## config.mk

```make
export PLATFORM = sky130hd
export DESIGN_NAME = cbt_core
export DESIGN_NICKNAME = d
export VERILOG_FILES = /design/src/verilog/cbt_pkg.sv /design/src/verilog/cbt_tx_arbiter.sv /design/src/verilog/cbt_filter_match.sv /design/src/verilog/cbt_core.sv
export VERILOG_INCLUDE_DIRS = /design/src /design/src/verilog
export SDC_FILE = /design/constraint.sdc
export NUM_CORES = 1
export LEC_CHECK = 0
export ABC_AREA = 0
export BUFFER_PORTS_ARGS = -buffer_cell sky130_fd_sc_hd__buf_2
export CAP_MARGIN = 5
export CORE_MARGIN = 2
export CORE_UTILIZATION = 48
export CTS_CLUSTER_SIZE = 14
export DETAILED_ROUTE_END_ITERATION = 6
export PLACE_DENSITY = 0.77
export SYNTH_ARGS = -nofsm -noshare
export SYNTH_HDL_FRONTEND = slang
export SYNTH_SLANG_ARGS = --single-unit
```

## constraint.sdc

```tcl
create_clock -name mclk -period 14.26 [get_ports mclk]
set_input_delay 1.426 -clock mclk [delete_from_list [all_inputs] [get_ports mclk]]
set_output_delay 1.426 -clock mclk [all_outputs]
set_load 0.01 [all_outputs]
```

## src/verilog/cbt_params.svh

```systemverilog
`ifndef CBT_PARAMS_SVH
`define CBT_PARAMS_SVH
`define CBT_OFF_MASK0        12'h000
`define CBT_OFF_MASK1        12'h004
`define CBT_OFF_MASK2        12'h008
`define CBT_OFF_FMSKSEL      12'h00c
`define CBT_OFF_FUL_LO       12'h010
`define CBT_OFF_FUL_HI       12'h014
`define CBT_OFF_OVF_LO       12'h018
`define CBT_OFF_OVF_HI       12'h01c
`define CBT_OFF_CON01        12'h020
`define CBT_OFF_CON23        12'h024
`define CBT_OFF_CON45        12'h028
`define CBT_OFF_CON67        12'h02c
`define CBT_OFF_IRQ_STAT     12'h030
`define CBT_OFF_IRQ_MASK     12'h034
`define CBT_OFF_FILT_ID      12'h038
`define CBT_CON_DIR_BIT      7
`define CBT_CON_ABT_BIT      6
`define CBT_CON_LARB_BIT     5
`define CBT_CON_ERR_BIT      4
`define CBT_CON_REQ_BIT      3
`define CBT_CON_RTR_BIT      2
`define CBT_CON_RESET        16'h0000
`define CBT_FLAG_RESET       16'h0000
`define CBT_MASK_NONE        2'h3
`define CBT_IRQ_RX_BUFFER_FULL_FLAG        0
`define CBT_IRQ_RX_BUFFER_OVERFLOW_FLAG        1
`define CBT_IRQ_TXDONE       2
`define CBT_IRQ_TXFAIL       3
`endif

```

## src/verilog/cbt_pkg.sv

```systemverilog
package cbt_pkg;
  typedef struct packed {
    logic       dir;
    logic       aborted;
    logic       lost_arb;
    logic       bus_err;
    logic       send_req;
    logic       rtr_en;
    logic [1:0] prio;
  } cbt_ctrl_s;

  typedef struct packed {
    logic       done;
    logic       abort_ack;
    logic       lost_arb;
    logic       bus_err;
    logic [2:0] buf_idx;
  } cbt_txres_s;

  typedef enum logic [2:0] {
    CBT_IDLE = 3'b001,
    CBT_BUSY = 3'b010,
    CBT_WAIT = 3'b100
  } cbt_tx_e;
endpackage

```

## src/verilog/cbt_tx_arbiter.sv

```systemverilog
// Picks the pending transmit buffer of highest priority; ties go to the higher index.
module cbt_tx_arbiter (
  input  wire logic [7:0]       pend,
  input  wire logic [15:0]      prio,
  output logic                  any,
  output logic [2:0]            sel
);
  logic [2:0] best_idx;
  logic [1:0] best_pri;
  logic       found;
  always_comb begin
    best_idx = 3'h0;
    best_pri = 2'h0;
    found    = 1'b0;
    for (int i = 0; i < 8; i++) begin
      // Ascending scan with >= lets the higher index win a tie.
      if (pend[i] && (!found || prio[2*i +: 2] >= best_pri)) begin
        best_idx = i[2:0];
        best_pri = prio[2*i +: 2];
        found    = 1'b1;
      end
    end
    any = found;
    sel = best_idx;
  end
endmodule

```

## src/verilog/cbt_filter_match.sv

```systemverilog
// One acceptance filter compare against the mask chosen by its two-bit source field.
module cbt_filter_match (
  input  wire logic [15:0] msg_id,
  input  wire logic [15:0] filt_id,
  input  wire logic [1:0]  mask_src,
  input  wire logic [47:0] masks,
  output logic             hit
);
  logic [15:0] eff_mask;
  always_comb begin
    case (mask_src)
      2'h0:    eff_mask = masks[15:0];
      2'h1:    eff_mask = masks[31:16];
      2'h2:    eff_mask = masks[47:32];
      default: eff_mask = 16'h0000;
    endcase
    // Only bits whose mask bit is set take part in the compare.
    hit = ((msg_id ^ filt_id) & eff_mask) == 16'h0000;
  end
endmodule

```

## src/verilog/cbt_core.sv

```systemverilog
// Operation
// - Set mask bits compare identifier bits; clear bits are don't-care.
// - Filter mask source 00/01/10 selects mask 0/1/2; 11 means no mask.
// - Storing a received message sets that buffer's full flag; reset clears.
// - Storing into a still-full buffer sets its overflow flag.
// - Each control register: upper byte odd buffer, lower byte even buffer.
// - Direction bit set means transmit buffer, clear means receive buffer.
// - Aborted status set when a transmission was aborted; read-only.
// - Lost-arbitration status set when the message lost arbitration; read-only.
// - Bus-error status set on bus error during sending; read-only.
// - Send request starts transmission; hardware clears it after success.
// - Software clearing a set send request asks for an abort.
// - With auto reply enabled, a matching remote request sets send request.
// - Two-bit priority orders pending sends, 11 highest, 00 lowest.
// - Setting send request clears aborted, lost-arbitration and bus-error bits.
//
// Our own choices: the APB interface to the registers and the register offsets.
`include "cbt_params.svh"
module cbt_core (
  input  wire logic                mclk,
  input  wire logic                rst,
  input  wire logic                psel,
  input  wire logic                penable,
  input  wire logic                pwrite,
  input  wire logic [11:0]         paddr,
  input  wire logic [31:0]         pwdata,
  output logic [31:0]              prdata,
  output logic                     pready,
  output logic                     pslverr,
  input  wire logic                rx_store,
  input  wire logic [4:0]          rx_buf_idx,
  input  wire logic                rx_id_valid,
  input  wire logic [15:0]         rx_msg_id,
  input  wire logic                rx_remote_req,
  input  wire logic [2:0]          rx_remote_buf,
  output logic                     rx_accept,
  output logic                     tx_start,
  output logic [2:0]               tx_buf_idx,
  output logic                     tx_abort,
  input  wire cbt_pkg::cbt_txres_s tx_result,
  input  wire logic                tx_result_valid,
  output logic                     irq
);
  // Message contents stay in DMA memory; only bookkeeping is held here.
  logic [47:0]             mask_reg;
  logic [15:0]             fmsksel_reg;
  logic [15:0]             filt_id_reg;
  logic [31:0]             full_reg;
  logic [31:0]             ovf_reg;
  cbt_pkg::cbt_ctrl_s      ctrl_reg [8];
  logic [3:0]              irq_stat_reg;
  logic [3:0]              irq_mask_reg;
  cbt_pkg::cbt_tx_e        tx_state_reg;
  logic [2:0]              tx_buf_reg;
  logic                    tx_start_reg;
  logic                    tx_abort_reg;
  logic [31:0]             prdata_reg;
  logic [31:0]             full_next;
  logic [31:0]             ovf_next;
  logic [3:0]              irq_events;
  logic                    wr;
  logic                    rd;
  logic                    mapped;
  logic [31:0]             rd_val;
  logic [7:0]              pend;
  logic [15:0]             prio_vec;
  logic                    arb_any;
  logic [2:0]              arb_sel;
  logic [7:0]              filt_hits;
  logic [31:0]             store_bit;

  assign wr      = psel && penable && pwrite;
  assign rd      = psel && penable && !pwrite;
  assign pready  = 1'b1;
  assign pslverr = psel && penable && !mapped;
  assign prdata  = prdata_reg;
  assign irq     = |(irq_stat_reg & irq_mask_reg);
  assign tx_start   = tx_start_reg;
  assign tx_abort   = tx_abort_reg;
  assign tx_buf_idx = tx_buf_reg;
  assign store_bit  = rx_store ? (32'h0000_0001 << rx_buf_idx) : 32'h0000_0000;

  // Eight filters share one identifier word and differ only by their mask source.
  genvar g;
  generate
    for (g = 0; g < 8; g++) begin : gen_filt
      cbt_filter_match u_match (
        .msg_id   (rx_msg_id),
        .filt_id  (filt_id_reg),
        .mask_src (fmsksel_reg[2*g +: 2]),
        .masks    (mask_reg),
        .hit      (filt_hits[g])
      );
      assign pend[g]            = ctrl_reg[g].dir && ctrl_reg[g].send_req;
      assign prio_vec[2*g +: 2] = ctrl_reg[g].prio;
    end
  endgenerate
  assign rx_accept = rx_id_valid && (|filt_hits);

  cbt_tx_arbiter u_arb (
    .pend (pend),
    .prio (prio_vec),
    .any  (arb_any),
    .sel  (arb_sel)
  );

  always_comb begin
    mapped = 1'b1;
    rd_val = 32'h0000_0000;
    case (paddr)
      `CBT_OFF_MASK0:    rd_val = {16'h0000, mask_reg[15:0]};
      `CBT_OFF_MASK1:    rd_val = {16'h0000, mask_reg[31:16]};
      `CBT_OFF_MASK2:    rd_val = {16'h0000, mask_reg[47:32]};
      `CBT_OFF_FMSKSEL:  rd_val = {16'h0000, fmsksel_reg};
      `CBT_OFF_FILT_ID:  rd_val = {16'h0000, filt_id_reg};
      `CBT_OFF_FUL_LO:   rd_val = {16'h0000, full_reg[15:0]};
      `CBT_OFF_FUL_HI:   rd_val = {16'h0000, full_reg[31:16]};
      `CBT_OFF_OVF_LO:   rd_val = {16'h0000, ovf_reg[15:0]};
      `CBT_OFF_OVF_HI:   rd_val = {16'h0000, ovf_reg[31:16]};
      `CBT_OFF_CON01:    rd_val = {16'h0000, ctrl_reg[1], ctrl_reg[0]};
      `CBT_OFF_CON23:    rd_val = {16'h0000, ctrl_reg[3], ctrl_reg[2]};
      `CBT_OFF_CON45:    rd_val = {16'h0000, ctrl_reg[5], ctrl_reg[4]};
      `CBT_OFF_CON67:    rd_val = {16'h0000, ctrl_reg[7], ctrl_reg[6]};
      `CBT_OFF_IRQ_STAT: rd_val = {28'h0000000, irq_stat_reg};
      `CBT_OFF_IRQ_MASK: rd_val = {28'h0000000, irq_mask_reg};
      default:           mapped = 1'b0;
    endcase
  end

  always_ff @(posedge mclk) begin
    if (rst) begin
      prdata_reg <= 32'h0000_0000;
    end else if (psel && !penable && !pwrite) begin
      prdata_reg <= rd_val;
    end
  end

  always_ff @(posedge mclk) begin
    if (rst) begin
      mask_reg    <= 48'h0;
      fmsksel_reg <= 16'h0000;
      filt_id_reg <= 16'h0000;
      irq_mask_reg <= 4'h0;
    end else if (wr) begin
      case (paddr)
        `CBT_OFF_MASK0:    mask_reg[15:0]  <= pwdata[15:0];
        `CBT_OFF_MASK1:    mask_reg[31:16] <= pwdata[15:0];
        `CBT_OFF_MASK2:    mask_reg[47:32] <= pwdata[15:0];
        `CBT_OFF_FMSKSEL:  fmsksel_reg     <= pwdata[15:0];
        `CBT_OFF_FILT_ID:  filt_id_reg     <= pwdata[15:0];
        `CBT_OFF_IRQ_MASK: irq_mask_reg    <= pwdata[3:0];
        default: ;
      endcase
    end
  end

  // Flags: software writes zero to clear, a one is ignored, and a store in the same
  // cycle wins over the clear so no received message goes unreported.
  always_comb begin
    full_next = full_reg;
    ovf_next  = ovf_reg;
    if (wr) begin
      case (paddr)
        `CBT_OFF_FUL_LO: full_next[15:0]  = full_reg[15:0] & pwdata[15:0];
        `CBT_OFF_FUL_HI: full_next[31:16] = full_reg[31:16] & pwdata[15:0];
        `CBT_OFF_OVF_LO: ovf_next[15:0]   = ovf_reg[15:0] & pwdata[15:0];
        `CBT_OFF_OVF_HI: ovf_next[31:16]  = ovf_reg[31:16] & pwdata[15:0];
        default: ;
      endcase
    end
    full_next = full_next | store_bit;
    ovf_next  = ovf_next | (store_bit & full_reg);
  end

  always_ff @(posedge mclk) begin
    if (rst) begin
      full_reg <= {`CBT_FLAG_RESET, `CBT_FLAG_RESET};
      ovf_reg  <= 32'h0000_0000;
    end else begin
      full_reg <= full_next;
      ovf_reg  <= ovf_next;
    end
  end

  // Control registers, one generate entry per buffer.
  generate
    for (g = 0; g < 8; g++) begin : gen_ctrl
      logic [7:0] wbyte;
      logic       sel_w;
      logic       hw_done;
      logic       hw_fail;
      logic       sw_set;
      logic       rtr_set;
      assign sel_w = wr && (paddr == (`CBT_OFF_CON01 + 12'(4 * (g / 2))));
      assign wbyte = (g % 2 == 1) ? pwdata[15:8] : pwdata[7:0];
      assign hw_done = tx_result_valid && tx_result.buf_idx == 3'(g) && tx_result.done;
      assign hw_fail = tx_result_valid && tx_result.buf_idx == 3'(g) && !tx_result.done;
      assign sw_set  = sel_w && wbyte[`CBT_CON_REQ_BIT] && !ctrl_reg[g].send_req;
      assign rtr_set = rx_remote_req && rx_remote_buf == 3'(g) && ctrl_reg[g].rtr_en
                       && ctrl_reg[g].dir;
      always_ff @(posedge mclk) begin
        if (rst) begin
          ctrl_reg[g] <= 8'(`CBT_CON_RESET);
        end else begin
          if (sel_w) begin
            // Status bits are read-only and ignore the write.
            ctrl_reg[g].dir      <= wbyte[`CBT_CON_DIR_BIT];
            ctrl_reg[g].rtr_en   <= wbyte[`CBT_CON_RTR_BIT];
            ctrl_reg[g].prio     <= wbyte[1:0];
            ctrl_reg[g].send_req <= wbyte[`CBT_CON_REQ_BIT];
          end
          if (hw_done) begin
            ctrl_reg[g].send_req <= 1'b0;
            ctrl_reg[g].aborted  <= 1'b0;
          end
          if (hw_fail) begin
            ctrl_reg[g].aborted  <= tx_result.abort_ack;
            ctrl_reg[g].lost_arb <= tx_result.lost_arb;
            ctrl_reg[g].bus_err  <= tx_result.bus_err;
            if (tx_result.abort_ack) begin
              ctrl_reg[g].send_req <= 1'b0;
            end
          end
          if (sw_set || rtr_set) begin
            ctrl_reg[g].send_req <= 1'b1;
            ctrl_reg[g].aborted  <= 1'b0;
            ctrl_reg[g].lost_arb <= 1'b0;
            ctrl_reg[g].bus_err  <= 1'b0;
          end
        end
      end
    end
  endgenerate

  // Transmit sequencing: one message in flight; the engine reports every outcome.
  always_ff @(posedge mclk) begin
    if (rst) begin
      tx_state_reg <= cbt_pkg::CBT_IDLE;
      tx_buf_reg   <= 3'h0;
      tx_start_reg <= 1'b0;
      tx_abort_reg <= 1'b0;
    end else begin
      tx_start_reg <= 1'b0;
      tx_abort_reg <= 1'b0;
      case (tx_state_reg)
        cbt_pkg::CBT_IDLE: begin
          if (arb_any) begin
            tx_buf_reg   <= arb_sel;
            tx_start_reg <= 1'b1;
            tx_state_reg <= cbt_pkg::CBT_BUSY;
          end
        end
        cbt_pkg::CBT_BUSY: begin
          if (tx_result_valid) begin
            tx_state_reg <= cbt_pkg::CBT_IDLE;
          end else if (!ctrl_reg[tx_buf_reg].send_req) begin
            tx_abort_reg <= 1'b1;
            tx_state_reg <= cbt_pkg::CBT_WAIT;
          end
        end
        cbt_pkg::CBT_WAIT: begin
          if (tx_result_valid) begin
            tx_state_reg <= cbt_pkg::CBT_IDLE;
          end
        end
        default: tx_state_reg <= cbt_pkg::CBT_IDLE;
      endcase
    end
  end

  // One sticky cause per event; an abort outcome counts as a failed send.
  assign irq_events[`CBT_IRQ_RX_BUFFER_FULL_FLAG]  = rx_store;
  assign irq_events[`CBT_IRQ_RX_BUFFER_OVERFLOW_FLAG]  = |(store_bit & full_reg);
  assign irq_events[`CBT_IRQ_TXDONE] = tx_result_valid && tx_result.done;
  assign irq_events[`CBT_IRQ_TXFAIL] = tx_result_valid && !tx_result.done;

  always_ff @(posedge mclk) begin
    if (rst) begin
      irq_stat_reg <= 4'h0;
    end else begin
      if (wr && paddr == `CBT_OFF_IRQ_STAT) begin
        irq_stat_reg <= (irq_stat_reg & ~pwdata[3:0]) | irq_events;
      end else begin
        irq_stat_reg <= irq_stat_reg | irq_events;
      end
    end
  end
endmodule

```

After elaboration in Yosys (flattened, before gate mapping). Memory sizes are Yosys's and may differ from the RTL's. A register that Yosys moved wholly into a read port is not among the register bits. Cells that the tools add are included.

Reduce and logical (&&, ||, !) cells: 159. Shift operators: 1. Order comparisons: 7. Multiplexer cells: 272. Equal/unequal tests: 50. Bitwise operators: 135.

Operators by type and width (number): $pmux 16 s3 (8); $pmux 16 s15 (1); $mux 1 (227); $and 16x16->16 (12); $logic_not 16->1 (8); $or 1x1->1 (112); $mux 32 (3); $logic_and 1x1->1 (92); $eq 12x6->1 const B (7); $mux 16 (4); $or 32x32->32 (2); $eq 12x5->1 const B (4); $mux 2 (17); $and 32x32->32 (1); $reduce_or 32->1 (1); $shl 1x5->32 const A (1); $mux 3 (10); $eq 3x3->1 const B (9); $eq 12x4->1 const B (2); $logic_not 1->1 (19); $eq 2x1->1 const B (8); $eq 2x2->1 const B (8); $logic_not 2->1 (8); $xor 16x16->16 (1); other kinds (22) (59).

Bits of input ports: 84. Memories: 1. Register bits: 192. RAM bits: 64. Output and inout port bits: 41.

Memories: ctrl_reg (depth 8, width 8, read ports 9, clocked after memory_dff 1, write ports 8, line cbt_core.sv:50) `cbt_pkg::cbt_ctrl_s ctrl_reg [8];`.

Longest topological paths before layout. Gate-level depths: netlist (run 1). An unclocked memory read counts as a cell.

Word-level depth: 34. Gate-level depth with buffers: 42.

Hierarchy. From an unflattened synthesis (run 1), not the netlist that was laid out.

Cell total of the unflattened synthesis: 2177. Area total of the unflattened synthesis: 18182.4 sq um.

Modules (own cells, without submodules): cbt_core (cells an instance 1408, seq. area each 5505.3 sq um, instances 1, area an instance 12323.1 sq um); cbt_filter_match (cells an instance 85, seq. area each 0.0 sq um, instances 8, area an instance 649.4 sq um); cbt_tx_arbiter (cells an instance 89, seq. area each 0.0 sq um, instances 1, area an instance 664.4 sq um).

Least setup slack after synthesis (run 1). Ideal clock, no wire load.

Path type: reg-to-reg. From: memory ctrl_reg[0][3] (netlist bit). To: register (tool-made name). Cell stages (with the launch flop): 42. Slack: 5.976 ns. Buffers on the path: 0. Library setup time: 0.150 ns. Arrival time: 8.134 ns. Clock period less this slack: 8.284 ns. Cells stage by stage: edfxtp_1 > and3_1 > ha_1 > nand2b_1 > a211oi_1 > or3_1 > nand2_1 > ha_1 > nand2b_1 > a221oi_1 > or2_2 > a31oi_1 > ha_1 > nand2b_1 > a211oi_1 > nor2_1 > mux2_2 > ha_1 > [6 not listed] > inv_1 > ha_1 > nand2b_1 > o311ai_0 > or2_2 > mux2i_1 > ha_1 > nand2b_1 > a21oi_1 > a21oi_1 > o41a_1 > o21ai_0 > ha_1 > nand2b_1 > a21oi_1 > o211ai_1 > nor2_1 > a311oi_1.

RTL lines (line): start, declared (cbt_core.sv:50).

==> reports/metrics.cfg, run 1 <==
[yosys]
ys_seq_elements=243
netlist_instances=1941
synthSimpleGateAreaFrac=0.220
synthArstFlopShare=0
yosysUniqueCellTypes=71
ys_warn_count=0
synth_flop_cell=dfxtp_1
ys_seq_area_frac=0.348
synth_top_family_by_area=compound AO/OA/AOI/OAI gates
synth-compound-area-share=0.252
synth_edf_count=64
synth.avg_cell_area_um2=8.15
synthAdderAreaFrac=0.00949
synth_xor_area_frac=0.00886
muxShareOfSynthArea=0.0983
synthesis.area_um2=15800

[global_routing]
first_global_vias=14852
grt_pass1_wl_um=93800
antenna_found_initial=1
grt_max_degree=109
track_usage=0.363
grt_overflow_total=0

[clock_tree]
cts_sinks=243
htree_levels=1
cts_setup_buffers=0
path_clk_slew_ps=60
clk_path_buf_depth=3
hold_buffers=0
ctsResizeCount=0
cts-root-buf=clkbuf_16
cts_tree=built
cts_buffers=26
clk_latency_ps=560

[timing]
post-route-min-period_ps=9820
tns_ps=0
fmax_ghz=0.102
finalCritPeriodShare=0.688
setup_viol=0
rsz0062_at_grt=false
drv_slew=0
final.setup_skew_ps=20.5
hold_viol=0
tightest_slew_ps=1310
relSlewSlack=0.118

[drt]
drt_wl_total_um=63800
drt_iter0_markers=2670
wl_per_cell_um=27.0
dr.pass1.iters=7
via_count=16236
drc=5
ant_nets=0
via_per_inst=6.87

[floorplanning]
dieArea_um2=34400
initial_core_util=0.487
ios=125
die_w_um=186
fp-row-count=66
die_h_um=186
fp.coreArea_um2=32500

[worst_setup_path]
cp.required_ps=14640
cp_max_fo=8
crit_type=reg -> reg
cp-end-kind=flop
slowest_delay_ps=580
crit_top_cell=ha_1
slowest_stage=o311ai_0
arrival_ps=10200
cp-start-kind=flop

[hold_path]
holdCritPathClass=reg -> reg

[run]
cap_violations=0

[place]
io_buffers=91
place.gp.congestion=0.988
place.detailed.hpwl_um=44300

[cells_and_area]
areaGrowthSynthToFinish_pct=7.87
regArea_um2=5510
largest_reg_flops=64
nFillCells=3028
num-nets-final=1996
postLayoutCoreUtil=0.526
drive_above_1_share=0.117
multi_input_area_um2=9390

[run_status]
status=complete, but fails checks
violations=DRC

[power_and_ir_drop]
cellPowerDensity_nw_per_um2=91.2
max-vdd-ir-drop_mv=0.117
p_leak_nw=5.51

through the flow:
| step | std cells | power [W] | hold WS (ps) | instance area, um2 | worst slack (ps) |
|---|---|---|---|---|---|
| finish | 2362 | 0.00156 | 443 | 17100 | 4440 |
| global route | 2361 | 0.00159 | 465 | 17100 | 3690 |
| CTS | 2360 | 0.00155 | 447 | 17100 | 4610 |
| detailed placement | 2313 | 0.000866 | 439 | 16200 | 4670 |
| global placement | 2313 | 0.000863 | 434 | 16200 | 4880 |
| floorplan | 1956 | 0.000817 | 450 | 15900 | 5980 |
kinds of logic (layout without fill, tap and decap cells):
logic type	after synthesis	after routing
other cells	2	18
flops	243	243
xor+xnor	16	16
mux	151	151
compound gates	605	605
fa+ha+maj	12	12
simple gates	695	695
buf+inv	217	180
worst max-delay path: cells and delay by family (launching register included):
family | cells | cell delay [ps]
flip-flops | 1 | 540
multiplexers | 3 | 920
AND/OR/NAND/NOR | 15 | 2270
AO/OA/AOI/OAI | 14 | 3900
adder cells (fa/ha/maj) | 7 | 1860
buffers and inverters | 2 | 160
final cells by class:
cell class / count / area share
multi-input cells: 1496 / 0.551
flip-flops and latches: 243 / 0.323
clock buffers: 41 / 0.0475
repair buffers: 119 / 0.0394
well taps: 442 / 0.0324
clock inverters: 6 / 0.00425
inverters: 14 / 0.00308
diodes: 1 / 0.000147
layer usage:
layer / track usage / vias up / share of wire
li1: - / 7004 / -
met1: 0.468 / 7624 / 0.37
met2: 0.541 / 1301 / 0.42
met3: 0.0878 / 305 / 0.13
met4: 0.239 / 2 / 0.079
met5: 0 / - / 0.00020
cells in the mapped netlist (all sizes together) (3+ instances only):
cell / count / area [um2]
nand2: 343 / 1290
nor3b: 8 / 70.1
nor2: 63 / 236
inv: 14 / 52.6
nor3: 18 / 151
and2: 59 / 369
a222oi: 20 / 200
nand3: 69 / 345
or2: 7 / 43.8
a22o: 35 / 307
dfxtp: 179 / 3580
a22oi: 71 / 533
o22ai: 19 / 119
nor2b: 25 / 156
xor2: 16 / 140
or4: 3 / 22.5
o22a: 4 / 35.0
a221oi: 37 / 324
or3: 5 / 36.3
o211ai: 7 / 52.6
a211oi: 6 / 45.0
o21ai: 172 / 861
buf: 76 / 457
mux2i: 134 / 1340
and3: 8 / 50.1
a21oi: 155 / 851
nor4: 17 / 254
clkbuf: 127 / 477
nand4: 27 / 169
a21o: 7 / 52.6
mux2: 15 / 169
ha: 12 / 150
edfxtp: 64 / 1920
nand2b: 33 / 206
a41oi: 4 / 35.0
a31oi: 10 / 62.6
o2bb2ai: 40 / 350
o21a: 5 / 37.5
power breakdown:
group          internal [W]  switching (W)
clock network      0.000408       0.000291
registers          0.000721      0.0000145
logic             0.0000329      0.0000882
total               0.00116       0.000394
worst paths after layout:
kind                  startpoint    endpoint  slack [ps]  cells after the start
setup reg to reg  ctrl_reg[0][3]        flop        4440                     41
hold reg to reg       prdata[13]  prdata[13]         440                      2
setup / recovery  ctrl_reg[0][3]        flop        4440                     41
hold / removal        prdata[13]  prdata[13]         440                      2
placed cells by master (no fill, tap or decap), drive strengths merged, types with 5 or more instances in the layout:
cell     instances
a211oi           6
a21o             7
a21oi          155
a221oi          37
a222oi          20
a22o            35
a22oi           71
a31oi           10
and2            59
and3             8
buf            119
clkbuf          41
conb            17
dfxtp          179
edfxtp          64
ha              12
inv             15
mux2            15
mux2i          134
nand2          343
nand2b          33
nand3           69
nand4           27
nor2            63
nor2b           25
nor3            18
nor3b            8
nor4            17
o211ai           7
o21a             5
o21ai          172
o22ai           19
o2bb2ai         40
or2              7
or3              5
xor2            16
Note: power is estimated with default switching activity, not from simulation.
==> run 2: changes to the inputs <==
- clock period: 14.26 -> 9.8 ns (I/O delays scaled with it)
==> run 2 against run 1 <==
  * The flow now finishes without violations
  * Register-to-register slack worse by 3800 ps
  * First-iteration DRC count is 3.0% lower
  * Clock skew is 1.1 ps higher
  * Setup slack worse by 3800 ps
  * Die area stayed put
  * Combinational power is 46% higher
  * Largest power group is now the clock network
  * Highest routed layer unchanged
==> reports/metrics.cfg, run 2 (synthesis gave the netlist of run 1 again) <==
[timing]
tns_ps=0
tightest_slew_ps=1260
post-route-min-period_ps=9170
relSlewSlack=0.156
setup_viol=0
fmax_ghz=0.109
drv_slew=0
rsz0062_at_grt=false
fin_ws_ps=633
finalCritPeriodShare=0.935
final.setup_skew_ps=21.5
hold_viol=0

[drt]
via_per_inst=6.86
ant_nets=0
drc=0
via_count=16270
drt_iter0_markers=2591
drt_wl_total_um=63600
wl_per_cell_um=26.8
dr.pass1.iters=7

[clock_tree]
cts-root-buf=clkbuf_16
cts_sinks=243
cts_setup_buffers=0
path_clk_slew_ps=60
htree_levels=1
clk_latency_ps=540
clk_path_buf_depth=3
cts_tree=built
cts_buffers=26

[place]
place.detailed.hpwl_um=44800
io_buffers=91
post-place-ws_ps=337
place.gp.congestion=0.998

[worst_setup_path]
crit_type=reg -> reg
cp-end-kind=flop
startpoint=ctrl_reg[0][3]
cp.required_ps=10160
cp_max_fo=8
slowest_stage=edfxtp_1
crit_top_cell=ha_1
arrival_ps=9530
rr_worst_depth=41
cp-start-kind=flop
slowest_delay_ps=530
r2r_start=ctrl_reg[0][3]
rrSetupSlack_ps=630

[power_and_ir_drop]
cellPowerDensity_nw_per_um2=141
p_leak_nw=5.62
max-vdd-ir-drop_mv=0.125

[global_routing]
first_global_vias=14820
grt_max_degree=112
grt_pass1_wl_um=94100
antenna_found_initial=5
track_usage=0.363
grt_overflow_total=0

[floorplanning]
die_w_um=186
die_h_um=186
fp-row-count=66
dieArea_um2=34400
initial_core_util=0.487
ios=125
fp.coreArea_um2=32500

[run_status]
status=completed

[hold_path]
min_from=prdata[6]
whs_endpoint=prdata[6]
holdCritPathClass=reg -> reg
holdPathStages=2

[cells_and_area]
drive_above_1_share=0.122
largest_reg_flops=64
layout_commonest_cell=nand2_1
num-nets-final=2001
layout_common_cells=nand2_1 (343), dfxtp_1 (179), o21ai_0 (151)
areaGrowthSynthToFinish_pct=9.29

[run]
cap_violations=0

run 2: report_power, final:
part | internal (W) | switching, W
combinational | 0.0000486 | 0.000129
sequential | 0.00105 | 0.0000204
clock | 0.000762 | 0.000425
run 2: worst max path at each step:
stage	to	slack (ps)	depth (start not counted)
floorplan	flop	1520	41
global placement	flop	490	41
detailed placement	tx_buf_idx[2]	340	41
CTS	flop	300	41
global route	flop	80	40
finish	flop	630	41
run 2: metrics by stage:
step / hold WS, ps / instances / cell area (um2) / power, W / utilization
after floorplan: 450 / 1956 / 15900 / 0.00119 / -
after global placement: 431 / 2319 / 16200 / 0.00126 / 0.500
after detailed placement: 440 / 2319 / 16200 / 0.00126 / 0.500
after CTS: 451 / 2367 / 17300 / 0.00242 / 0.532
after global routing: 467 / 2369 / 17300 / 0.00248 / 0.532
final: 450 / 2371 / 17300 / 0.00243 / 0.533
run 2: final cells by class:
cell class | count | area, um2
Clock inverter | 14 | 243
Tap cell | 442 | 553
Antenna cell | 4 | 10.0
Timing Repair Buffer | 124 | 709
Fill cell | 3021 | 15200
Multi-Input combinational cell | 1496 | 9400
Sequential cell | 243 | 5510
Clock buffer | 34 | 807
Inverter | 14 | 52.6
run 2: per-layer routing:
layer,vias up,track usage,routed length (um)
li1,7025,-,-
met1,7621,0.483,23400
met2,1346,0.549,27400
met3,276,0.0720,8460
met4,2,0.209,4300
met5,-,0,13
run 2: critical path: cells and delay by family, from the launching register on:
family	cells	cell delay [ps]
DFF	1	530
and+or+nand+nor	16	2360
muxes	3	880
buffers and inverters	2	170
AOI/OAI and AO/OA	13	3160
adders and majority gates	7	1870
run 2: timing repair:
item                                    in CTS  in global routing
gates resized for setup                      0                  3
endpoints found under the setup margin       0                  6
hold buffers                                 0                  0
